==> config.mk <==
export PLATFORM = sky130hd
export DESIGN_NAME = sbl_layout
export DESIGN_NICKNAME = d
export VERILOG_FILES = /design/src/design/sbl_pkg.sv /design/src/design/sbl_start_if.sv /design/src/design/sbl_start_reg.sv /design/src/design/sbl_layout.sv
export SDC_FILE = /design/constraint.sdc
export NUM_CORES = 1
export LEC_CHECK = 0
export BUFFER_PORTS_ARGS = -buffer_cell sky130_fd_sc_hd__buf_2
export CAP_MARGIN = 5
export CORE_ASPECT_RATIO = 0.75
export CORE_MARGIN = 2
export CORE_UTILIZATION = 43
export CTS_BUF_LIST = sky130_fd_sc_hd__clkbuf_4
export DETAILED_ROUTE_END_ITERATION = 6
export GPL_TIMING_DRIVEN = 0
export SLEW_MARGIN = 10
export SYNTH_ARGS = -nofsm -noshare
export SYNTH_HDL_FRONTEND = slang
export SYNTH_SLANG_ARGS = --single-unit
==> constraint.sdc <==
create_clock -name clk_sys -period 9.1 [get_ports clk_sys]
set_clock_uncertainty 0.2 [all_clocks]
set_input_delay 0.455 -clock clk_sys [delete_from_list [all_inputs] [get_ports clk_sys]]
set_output_delay 0.455 -clock clk_sys [all_outputs]
set_load 0.05 [all_outputs]
==> src/design/sbl_pkg.sv <==
// Purpose: Shared constants for the screen block layout logic
// Assumes: 8-bit registers, one per aligned 32-bit Avalon word
// Notes: Byte address of a register is four times its index
`default_nettype none
package sbl_pkg;
    // ========================================
    // Register indices
    localparam int IDX_W = 6;
    localparam logic [IDX_W-1:0] IDX_PANEL = 6'h00;
    localparam logic [IDX_W-1:0] IDX_FRAME_LINES = 6'h05;
    localparam logic [IDX_W-1:0] IDX_PITCH = 6'h06;
    localparam logic [IDX_W-1:0] IDX_B1_LINES = 6'h0D;
    localparam logic [IDX_W-1:0] IDX_B2_LINES = 6'h10;
    localparam logic [IDX_W-1:0] IDX_STATUS = 6'h20;
    localparam int NUM_BLOCKS = 4;
    localparam logic [IDX_W-1:0] START_LO_IDX [NUM_BLOCKS] = '{6'h0B, 6'h0E, 6'h11, 6'h13};
    localparam logic [IDX_W-1:0] START_HI_IDX [NUM_BLOCKS] = '{6'h0C, 6'h0F, 6'h12, 6'h14};
    // ========================================
    // Field layout and reset values
    localparam int ADDR_LSB = 2;
    localparam int PANEL_DUAL_BIT = 3;
    localparam int BE_LANE0 = 0;
    localparam logic [7:0] REG_RST = 8'h00;
    localparam logic [15:0] START_RST = 16'h0000;
    localparam logic [7:0] ONE_LINE = 8'h01;
endpackage
`default_nettype wire

==> src/design/sbl_start_if.sv <==
// Purpose: Carrier between the register decoder and one start address store
// Assumes: Single clock domain
// Notes: Decoder drives strobes, store returns staged low byte and live address
`default_nettype none
interface sbl_start_if;
    logic wr_low;
    logic wr_high;
    logic [7:0] wdata;
    logic [7:0] low_staged;
    logic [15:0] value;
    modport ctrl (output wr_low, output wr_high, output wdata, input low_staged, input value);
    modport store (input wr_low, input wr_high, input wdata, output low_staged, output value);
endinterface
`default_nettype wire

==> src/design/sbl_start_reg.sv <==
// Purpose: One 16-bit screen block start address with low byte staging
// Assumes: Low byte written before high byte
// Notes: Live address changes only on a high byte write
`default_nettype none
module sbl_start_reg (
    input wire logic clk_sys,
    input wire logic sys_rst,
    sbl_start_if.store port
);
    logic [7:0] low_ff;
    logic [15:0] value_ff;

    // ========================================
    // Staging and commit
    always_ff @(posedge clk_sys or posedge sys_rst) begin
        if (sys_rst) begin
            low_ff <= sbl_pkg::REG_RST;
        end else if (port.wr_low) begin
            low_ff <= port.wdata;
        end
    end

    // Old address stays in use so refresh never sees a torn value
    always_ff @(posedge clk_sys or posedge sys_rst) begin
        if (sys_rst) begin
            value_ff <= sbl_pkg::START_RST;
        end else if (port.wr_high) begin
            value_ff <= {port.wdata, low_ff};
        end
    end

    assign port.low_staged = low_ff;
    assign port.value = value_ff;
endmodule
`default_nettype wire

==> src/design/sbl_layout.sv <==
// Purpose: Screen block layout registers and per-line refresh address generation
// Assumes: Avalon-MM slave with waitrequest; frame_start and line_adv come from refresh timing
// Notes: Single clock; pointers advance by the pitch register each line, except where layer 1 or 2 reloads at a block split
//
// The Avalon-MM interface to the registers was decided locally.
`default_nettype none
module sbl_layout (
    input wire logic clk_sys,
    input wire logic sys_rst,
    input wire logic [7:0] avs_address,
    input wire logic avs_read,
    input wire logic avs_write,
    input wire logic [31:0] avs_writedata,
    input wire logic [3:0] avs_byteenable,
    output logic [31:0] avs_readdata,
    output logic avs_waitrequest,
    input wire logic frame_start,
    input wire logic line_adv,
    output logic [15:0] layer1_addr,
    output logic [15:0] layer2_addr,
    output logic [15:0] layer3_addr,
    output logic layer1_blank,
    output logic layer2_blank,
    output logic [7:0] block3_lines,
    output logic [7:0] block4_lines,
    output logic dual_panel
);
    logic [sbl_pkg::IDX_W-1:0] idx;
    logic wr_en;
    logic rd_ack_ff;
    logic [31:0] readdata_ff;
    logic [7:0] rd_mux;
    logic [7:0] panel_ff;
    logic [7:0] frame_lines_ff;
    logic [7:0] pitch_ff;
    logic [7:0] block1_lines_ff;
    logic [7:0] block2_lines_ff;
    logic [15:0] sad [sbl_pkg::NUM_BLOCKS];
    logic [7:0] sad_low [sbl_pkg::NUM_BLOCKS];
    logic [7:0] line_ff;
    logic [7:0] nxt_line;
    logic [8:0] half_sum;
    logic [7:0] half_m1;
    logic [7:0] min_size;
    logic [7:0] nxt_row;
    logic nxt_lower;
    logic [15:0] l1_ff;
    logic [15:0] l2_ff;
    logic [15:0] l3_ff;
    logic blank1_ff;
    logic blank2_ff;
    logic [7:0] b3_lines_ff;
    logic [7:0] b4_lines_ff;

    sbl_start_if st_if [sbl_pkg::NUM_BLOCKS] ();

    // ========================================
    // Avalon decode
    assign idx = avs_address[sbl_pkg::ADDR_LSB +: sbl_pkg::IDX_W];
    assign wr_en = avs_write && avs_byteenable[sbl_pkg::BE_LANE0];
    // Reads take one wait cycle so read data come from a register
    assign avs_waitrequest = avs_read && !rd_ack_ff;
    assign avs_readdata = readdata_ff;

    always_ff @(posedge clk_sys or posedge sys_rst) begin
        if (sys_rst) begin
            rd_ack_ff <= 1'b0;
        end else begin
            rd_ack_ff <= avs_read && !rd_ack_ff;
        end
    end

    always_ff @(posedge clk_sys or posedge sys_rst) begin
        if (sys_rst) begin
            readdata_ff <= 32'h0000_0000;
        end else if (avs_read && !rd_ack_ff) begin
            readdata_ff <= {24'h00_0000, rd_mux};
        end
    end

    // ========================================
    // Start address stores, blocks 1 to 4
    genvar g;
    generate
        for (g = 0; g < sbl_pkg::NUM_BLOCKS; g++) begin : g_start
            assign st_if[g].wr_low = wr_en && (idx == sbl_pkg::START_LO_IDX[g]);
            assign st_if[g].wr_high = wr_en && (idx == sbl_pkg::START_HI_IDX[g]);
            assign st_if[g].wdata = avs_writedata[7:0];
            assign sad[g] = st_if[g].value;
            assign sad_low[g] = st_if[g].low_staged;
            sbl_start_reg u_start (
                .clk_sys(clk_sys),
                .sys_rst(sys_rst),
                .port(st_if[g])
            );
        end
    endgenerate

    // ========================================
    // Configuration registers
    always_ff @(posedge clk_sys or posedge sys_rst) begin
        if (sys_rst) begin
            panel_ff <= sbl_pkg::REG_RST;
            frame_lines_ff <= sbl_pkg::REG_RST;
            pitch_ff <= sbl_pkg::REG_RST;
            block1_lines_ff <= sbl_pkg::REG_RST;
            block2_lines_ff <= sbl_pkg::REG_RST;
        end else if (wr_en) begin
            case (idx)
                sbl_pkg::IDX_PANEL: panel_ff <= avs_writedata[7:0];
                sbl_pkg::IDX_FRAME_LINES: frame_lines_ff <= avs_writedata[7:0];
                sbl_pkg::IDX_PITCH: pitch_ff <= avs_writedata[7:0];
                sbl_pkg::IDX_B1_LINES: block1_lines_ff <= avs_writedata[7:0];
                sbl_pkg::IDX_B2_LINES: block2_lines_ff <= avs_writedata[7:0];
                default: ;
            endcase
        end
    end

    assign dual_panel = panel_ff[sbl_pkg::PANEL_DUAL_BIT];

    // Unmapped indices read as zero
    always_comb begin
        rd_mux = 8'h00;
        for (int i = 0; i < sbl_pkg::NUM_BLOCKS; i++) begin
            if (idx == sbl_pkg::START_LO_IDX[i]) begin
                rd_mux = sad_low[i];
            end
            if (idx == sbl_pkg::START_HI_IDX[i]) begin
                rd_mux = sad[i][15:8];
            end
        end
        case (idx)
            sbl_pkg::IDX_PANEL: rd_mux = panel_ff;
            sbl_pkg::IDX_FRAME_LINES: rd_mux = frame_lines_ff;
            sbl_pkg::IDX_PITCH: rd_mux = pitch_ff;
            sbl_pkg::IDX_B1_LINES: rd_mux = block1_lines_ff;
            sbl_pkg::IDX_B2_LINES: rd_mux = block2_lines_ff;
            sbl_pkg::IDX_STATUS: rd_mux = line_ff;
            default: ;
        endcase
    end

    // ========================================
    // Derived block sizes
    assign half_sum = ({1'b0, frame_lines_ff} + {1'b0, sbl_pkg::ONE_LINE}) >> 1;
    assign half_m1 = half_sum[7:0] - sbl_pkg::ONE_LINE;
    assign min_size = (block1_lines_ff < block2_lines_ff) ? block1_lines_ff : block2_lines_ff;

    always_ff @(posedge clk_sys or posedge sys_rst) begin
        if (sys_rst) begin
            b3_lines_ff <= sbl_pkg::REG_RST;
            b4_lines_ff <= sbl_pkg::REG_RST;
        end else begin
            b3_lines_ff <= dual_panel ? half_m1 : min_size;
            b4_lines_ff <= half_m1;
        end
    end

    assign block3_lines = b3_lines_ff;
    assign block4_lines = b4_lines_ff;

    // ========================================
    // Line counter and row within panel half
    assign nxt_line = frame_start ? 8'h00 : line_ff + sbl_pkg::ONE_LINE;
    assign nxt_lower = dual_panel && (nxt_line > half_m1);
    assign nxt_row = nxt_lower ? nxt_line - half_sum[7:0] : nxt_line;

    always_ff @(posedge clk_sys or posedge sys_rst) begin
        if (sys_rst) begin
            line_ff <= 8'h00;
        end else if (frame_start || line_adv) begin
            line_ff <= nxt_line;
        end
    end

    // ========================================
    // Refresh address pointers
    always_ff @(posedge clk_sys or posedge sys_rst) begin
        if (sys_rst) begin
            l1_ff <= sbl_pkg::START_RST;
            l2_ff <= sbl_pkg::START_RST;
            l3_ff <= sbl_pkg::START_RST;
        end else if (frame_start) begin
            l1_ff <= sad[0];
            l2_ff <= sad[1];
            l3_ff <= sad[2];
        end else if (line_adv) begin
            l3_ff <= l3_ff + {8'h00, pitch_ff};
            if (dual_panel && line_ff == half_m1) begin
                l1_ff <= sad[2];
                l2_ff <= sad[3];
            end else if (!dual_panel && line_ff == block1_lines_ff) begin
                l1_ff <= sad[2];
                l2_ff <= l2_ff + {8'h00, pitch_ff};
            end else begin
                l1_ff <= l1_ff + {8'h00, pitch_ff};
                l2_ff <= l2_ff + {8'h00, pitch_ff};
            end
        end
    end

    assign layer1_addr = l1_ff;
    assign layer2_addr = l2_ff;
    assign layer3_addr = l3_ff;

    // ========================================
    // Blanking: rows past a block's size inside a panel half show nothing; layer 1 blanks only in dual panel
    always_ff @(posedge clk_sys or posedge sys_rst) begin
        if (sys_rst) begin
            blank1_ff <= 1'b0;
            blank2_ff <= 1'b0;
        end else if (frame_start || line_adv) begin
            blank1_ff <= dual_panel && (nxt_row > block1_lines_ff);
            blank2_ff <= nxt_row > block2_lines_ff;
        end
    end

    assign layer1_blank = blank1_ff;
    assign layer2_blank = blank2_ff;
endmodule
`default_nettype wire

==> impl_metrics.csv, run 1 <==
group,metric,value,unit
yosys,muxShareOfSynthArea,15.0,%
sta,hold_viol,0,
place,place_ws,2940,ps
power_and_ir_drop,p_clk_share,31.8,%
die,die_w,206,um
sta,maxSlewHeadroom,10.1,%
place,hpwl,34.6,mm
yosys,netlist_area,0.0132,mm2
hold_path,holdPathStages,4,
global_route,grt_max_degree,113,
sta,fmax,158,MHz
power_and_ir_drop,p_sw,1.05,mW
setup_path,r2r_cells,25,
setup_path,regToRegSetupSlack,2770,ps
power_and_ir_drop,power_leakage,7.34,nW
setup_path,startpoint_type,"flop",
clock_network,cts-buffers-inserted,59,
yosys,synth_compound_area_share,14.9,%
global_route,antenna_found_initial,1,
place,dpl_cell_area,0.0143,mm2
yosys,synth.area.top_cells,"dfrtp_1 (41%), mux2_2 (13%), ha_1 (5.8%)",
route,postRouteAntennaNets,0,
route,drt-initial-drc-count,1271,
setup_path,required,9560,ps
setup_path,crit_fanout,10,
route,vias,11400,
clock_network,cts_root_buffer,"clkbuf_4",
cells_and_area,layout-drive-gt1-share,25.5,%
sta,setup_ws,2770,ps
die,die_y,156,um
yosys,synthAdderAreaFrac,6.46,%
clock_network,tritoncts,"built",
sta,final-max-slew-violation-count,0,
yosys,synth_top_family_by_area,"multiplexers",
yosys,synth.distinct_cells,87,
power_and_ir_drop,vdd_drop_max,0.0773,mV
outcome,status,"complete, no violations",
yosys,synthArstFlopShare,100,%
flow_run,drv_cap,0,
global_route,track_usage,29.3,%
yosys,syn_avg_cell_area,10.1,um2
yosys,synth_warnings,0,
clock_network,cts_resized,0,
cells_and_area,nFillCells,2899,
yosys,yosys_most_used_dff,"dfrtp_1",
power_and_ir_drop,pwr-share-seq,41.7,%
sta,worst_pin_slew,1340,ps
route,route.detailed.drc,0,
clock_network,clk_pin_slew,70,ps
die,core-area,0.0302,mm2
die,core.rowCount,55,
global_route,grt_pass1_wl,68.9,mm
die,start_util,43.7,%
sta,timing.setup.tns,0,ps
route,via_per_inst,5.87,
die,io_pins,150,
clock_network,cts_hold_buf,10,
place,io_buffers,91,
power_and_ir_drop,pwr-share-comb,26.6,%
sta,setup_viol,0,
yosys,netlist.area_leader.share,41.5,%
setup_path,r2r_end,"layer1_blank",
hold_path,hp-class,"in2reg",
power_and_ir_drop,p_per_area,184,mW/mm2
setup_path,worst_setup_path_end_kind,"flop",
setup_path,rr_startpoint,"frame_lines_ff[1]",
setup_path,crit_type,"reg2reg",
place,place_inst,1822,
sta,rsz0062_at_grt,"no",
hold_path,hold_end,"g_start[0].u_start.port.low_staged[6]",
route,firstDrtPassIters,6,
yosys,synth-simple-area-share,12.1,%
global_route,overflow,0,
route,wl,46.2,mm
power_and_ir_drop,switching_share,37.5,%
cells_and_area,fin_area,0.0152,mm2
yosys,synth-xor-area-share,4.53,%
clock_network,cts_sinks,219,
clock_network,worstSkewPairLatency,760,ps
cells_and_area,syn_to_final_growth,14.8,%
yosys,synthCells,1305,
yosys,synth.ff_latch_count,219,
yosys,yosysTopAreaCell,"dfrtp_1",
place,routabilityCongestion,0.943,
hold_path,worstHoldStart,"avs_address[5]",
clock_network,h-tree-depth,2,
power_and_ir_drop,internal_power,1.75,mW
sta,fin_crit,6330,ps
cells_and_area,fin_cells,1937,
clock_network,cts_setup_buffers,0,
global_route,grt_pass1_vias,10800,
cells_and_area,num-nets-final,1609,
die,dieArea,0.0322,mm2
yosys,ys_seq_area_share,41.5,%
setup_path,worst_ep_arrival_time,6790,ps
clock_network,clockBufferDepth,3,
route,avgRoutedWirePerCell,23.9,um
yosys,synth_edf_count,0,
cells_and_area,final_util,50.2,%
sta,period_share,69.5,%
## power by group through the flow
stage / registers (mW) / logic [mW] / clock network, mW
floorplan: 1.29 / 0.399 / 0
finish: 1.17 / 0.745 / 0.889
global placement: 1.18 / 0.721 / 0
CTS: 1.16 / 0.739 / 0.902
global route: 1.17 / 0.803 / 0.958
detailed placement: 1.18 / 0.734 / 0
## area by class of cell
cell class                 count  area [um2]  area share (%)
antenna                        1        2.50          0.0165
buffer                        89         468            3.08
clock buffer                  83         623            4.11
clock inverter                21         109           0.717
inverter                      66         255            1.68
multi-input combinational    954        7130            47.0
sequential                   219        5480            36.1
tap                          399         499            3.29
timing repair buffer         105         603            3.97
## per-layer routing
| metal | vias up | wire, um | track usage, % |
|---|---|---|---|
| met5 | - | 0 | 0 |
| met4 | 0 | 1060 | 7.82 |
| met3 | 72 | 5870 | 11.1 |
| met2 | 610 | 18700 | 39.4 |
| met1 | 5589 | 20600 | 43.4 |
| li1 | 5102 | - | - |
## metrics by stage
stage                     hold slack, ps  power [mW]
after floorplan                      238        1.69
after global placement               289        1.90
after detailed placement             282        1.91
after CTS                           15.1        2.80
after global routing                58.7        2.93
final                               37.5        2.80
## logic make-up after synthesis
logic type / count (synthesis)
and+or+nand+nor: 331
AOI/OAI and AO/OA: 293
DFF: 219
muxes: 179
buffers and inverters: 155
adders and majority gates: 66
xor gates and xnor gates: 61
other: 1
## state kept, by name, indices dropped and copies added, names as in the netlist, 16 cells and up
| signal | count |
|---|---|
| g_start.u_start.port.value | 64 |
| layer2_addr | 16 |
| g_start.u_start.port.low_staged | 32 |
| layer3_addr | 16 |
| layer1_addr | 16 |
## layout by cell type (no fill, tap or decap), drive strengths merged, types with 12 or more instances in the layout
| cell type | netlist | layout |
|---|---|---|
| dfrtp | 219 | 219 |
| mux2 | 147 | 147 |
| buf | 41 | 136 |
| clkbuf | 48 | 131 |
| nand2 | 117 | 117 |
| o21ai | 83 | 83 |
| nor2 | 75 | 75 |
| a21oi | 66 | 66 |
| inv | 63 | 64 |
| ha | 61 | 61 |
| xnor2 | 34 | 34 |
| mux2i | 31 | 31 |
| nand3 | 25 | 25 |
| conb | 1 | 24 |
| xor2 | 23 | 23 |
| nor3 | 23 | 23 |
| clkinv | 3 | 22 |
| a22oi | 18 | 18 |
| a222oi | 14 | 14 |
| nand2b | 13 | 13 |
| and2 | 12 | 12 |
## critical path, cell delays in order (launching register included)
cell	delay, ps
dfrtp_1	400
ha_1	190
buf_2	190
xor2_1	370
inv_1	120
ha_1	300
and2_0	270
o2111ai_1	380
nor2_1	170
ha_1	290
and2_1	150
nand2_1	80
a21oi_1	150
a221o_1	200
o21ai_0	80
a21oi_1	590
nand2_1	140
xnor2_1	430
ha_1	210
nand4_1	130
nor2_1	160
o21ai_0	110
a31oi_1	230
inv_1	70
a2111oi_0	460
a211o_1	150
## synthesized netlist by cell type, types with 8 or more instances
cell / count
o21ai_1: 15
buf_4: 27
nor2_1: 74
nor2b_1: 11
mux2_2: 147
nand3_1: 24
buf_2: 8
mux2i_1: 31
a22oi_1: 17
nor3_1: 23
ha_1: 61
a221oi_1: 9
xnor2_1: 33
inv_1: 61
a222oi_1: 14
o21ai_0: 68
nand2b_1: 13
nand4_1: 9
and3_1: 11
dfrtp_1: 219
and2_1: 11
a22o_1: 8
xor2_1: 23
o211ai_1: 10
clkbuf_1: 48
a21oi_1: 66
nand2_1: 117
a21o_1: 11
## worst max-delay path by stage
stage | from | end | slack (ps) | cells after the start
after floorplan | sys_rst | avs_readdata[0] | 2450 | 1
after global placement | sys_rst | g_start[3].u_start.port.low_staged[5] | -300 | 2
final | frame_lines_ff[1] | layer1_blank | 2770 | 25
after CTS | frame_lines_ff[0] | layer1_blank | 2850 | 22
after detailed placement | frame_lines_ff[0] | layer1_blank | 2940 | 23
after global routing | frame_lines_ff[0] | layer1_blank | 2240 | 23
Note: power is estimated with default switching activity, not from simulation.
==> run 2: changes to the inputs <==
==> constraint.sdc (replaced) <==
create_clock -name clk_sys -period 6 [get_ports clk_sys]
set_clock_uncertainty 0.2 [all_clocks]
set_input_delay 0.3 -clock clk_sys [delete_from_list [all_inputs] [get_ports clk_sys]]
set_output_delay 0.3 -clock clk_sys [all_outputs]
set_load 0.05 [all_outputs]
==> impl_metrics.csv, run 2 (synthesis results as in run 1) <==
group,metric,value,unit
outcome,status,"complete, no violations",
cells_and_area,largest_register_ffs,64,
setup_path,cpMostUsedCell,"ha_1",
hold_path,hp-class,"in2reg",
sta,final-max-slew-violation-count,0,
sta,worst_pin_slew,1180,ps
global_route,track_usage,29.1,%
setup_path,crit_slowest_cell,"dfrtp_1",
route,postRouteAntennaNets,0,
sta,hold_viol,0,
setup_path,required,6440,ps
sta,hold_ws,49.1,ps
place,place_inst,1827,
die,core-area,0.0302,mm2
route,wl,46.6,mm
die,die_w,206,um
cells_and_area,layout_common_cells,"dfrtp_1 (219), mux2_2 (147), nand2_1 (117), buf_2 (99), nor2_1 (74)",
clock_network,clockBufferDepth,3,
route,vias,11400,
route,via_per_inst,5.85,
clock_network,worstSkewPairLatency,750,ps
cells_and_area,num-nets-final,1618,
route,highest_layer,"met5",
route,wl_met2,18.5,mm
die,die_y,156,um
setup_path,worst_setup_path_end_kind,"flop",
clock_network,cts_sinks,219,
power_and_ir_drop,p_per_area,282,mW/mm2
die,start_util,43.7,%
cells_and_area,final_common_cell,"dfrtp_1",
setup_path,crit_family,"simple AND/OR/NAND/NOR gates",
cells_and_area,layout-drive-gt1-share,26.0,%
cells_and_area,nFillCells,2824,
clock_network,clk_pin_slew,80,ps
route,drt-met1-wl,21.3,mm
route,drt-initial-drc-count,1404,
sta,setup_viol,0,
cells_and_area,syn_to_final_growth,16.7,%
die,io_pins,150,
die,dieArea,0.0322,mm2
sta,fin_crit,5610,ps
setup_path,cp_num_buf_inv,3,
cells_and_area,final_util,51.0,%
cells_and_area,fin_cells,1948,
global_route,overflow,0,
clock_network,tritoncts,"built",
global_route,grt_max_degree,38,
power_and_ir_drop,vdd_drop_max,0.128,mV
flow_run,drv_cap,0,
power_and_ir_drop,power_leakage,7.43,nW
sta,period_share,93.4,%
place,hpwl,34.9,mm
setup_path,worst_ep_arrival_time,6050,ps
clock_network,cts-buffers-inserted,57,
sta,maxSlewHeadroom,20.6,%
route,firstDrtPassIters,7,
route,avgRoutedWirePerCell,23.9,um
place,routabilityCongestion,0.929,
setup_path,crit_type,"reg2reg",
setup_path,crit_fanout,10,
global_route,grt_pass1_wl,68.5,mm
global_route,grt_pass1_vias,10700,
sta,fmax,178,MHz
place,io_buffers,91,
global_route,antenna_found_initial,3,
setup_path,max_stage_delay,380,ps
clock_network,h-tree-depth,2,
clock_network,cts_root_buffer,"clkbuf_4",
die,core.rowCount,55,
route,route.detailed.drc,0,
setup_path,startpoint_type,"flop",
route,dr_wl_met3,5.44,mm
run 2: power breakdown:
group,switching (mW),leakage (nW),internal (mW)
sequential,0.162,2.95,1.61
combinational,0.768,4.04,0.386
clock,0.672,0.449,0.746
run 2: worst paths after layout:
kind,from,endpoint,slack (ps),depth (start not counted)
min reg2reg,layer1_blank,layer1_blank,290,1
max,frame_lines_ff[0],layer1_blank,390,25
max reg2reg,frame_lines_ff[0],layer1_blank,390,25
max in group asynchronous,sys_rst,block1_lines_ff[0],3910,7
min,avs_address[5],g_start[0].u_start.port.low_staged[4],50,5
min in group asynchronous,sys_rst,layer1_addr[1],550,4
run 2: worst register-to-register path: cells and delay by family, from the launching register on:
family,cells,cell delay [ps]
flip-flops,1,380
multiplexers,2,500
AND/OR/NAND/NOR,7,1480
buffers and inverters,3,370
XOR/XNOR,1,200
AO/OA/AOI/OAI,8,1340
adder cells (fa/ha/maj),4,1070
run 2: cell type report:
| type | instances | area [um2] | share of cell area, % |
|---|---|---|---|
| Tap cell | 399 | 499 | 3.24 |
| Clock inverter | 31 | 228 | 1.48 |
| Inverter | 66 | 251 | 1.63 |
| Clock buffer | 73 | 548 | 3.56 |
| Timing Repair Buffer | 116 | 751 | 4.87 |
| Buffer | 89 | 468 | 3.04 |
| Sequential cell | 219 | 5480 | 35.6 |
| Multi-Input combinational cell | 954 | 7190 | 46.6 |
| Antenna cell | 1 | 2.50 | 0.0162 |
run 2: what timing repair did:
item	4_1_cts	5_1_grt
hold buffers	13	0
resized for setup	1	10
hold endpoints to repair	181	0
buffers inserted	0	3
pin swaps	0	2
gates cloned	0	0
endpoints found under the setup margin	1	2
run 2: metal layers:
metal | global-route usage, % | up-vias
met4 | 9.05 | 2
met1 | 44.2 | 5590
li1 | - | 5117
met3 | 9.40 | 89
met2 | 38.5 | 598
met5 | 0 | -
run 2: stage by stage:
stage	area [um2]	setup TNS [ps]	setup slack [ps]	power (mW)
CTS	15300	0	74.6	4.33
finish	15400	0	393	4.34
global route	15400	-5.58	-5.58	4.54
global placement	14300	-41.1	-41.1	2.88
floorplan	13300	0	798	2.56
detailed placement	14400	-118	-118	2.91
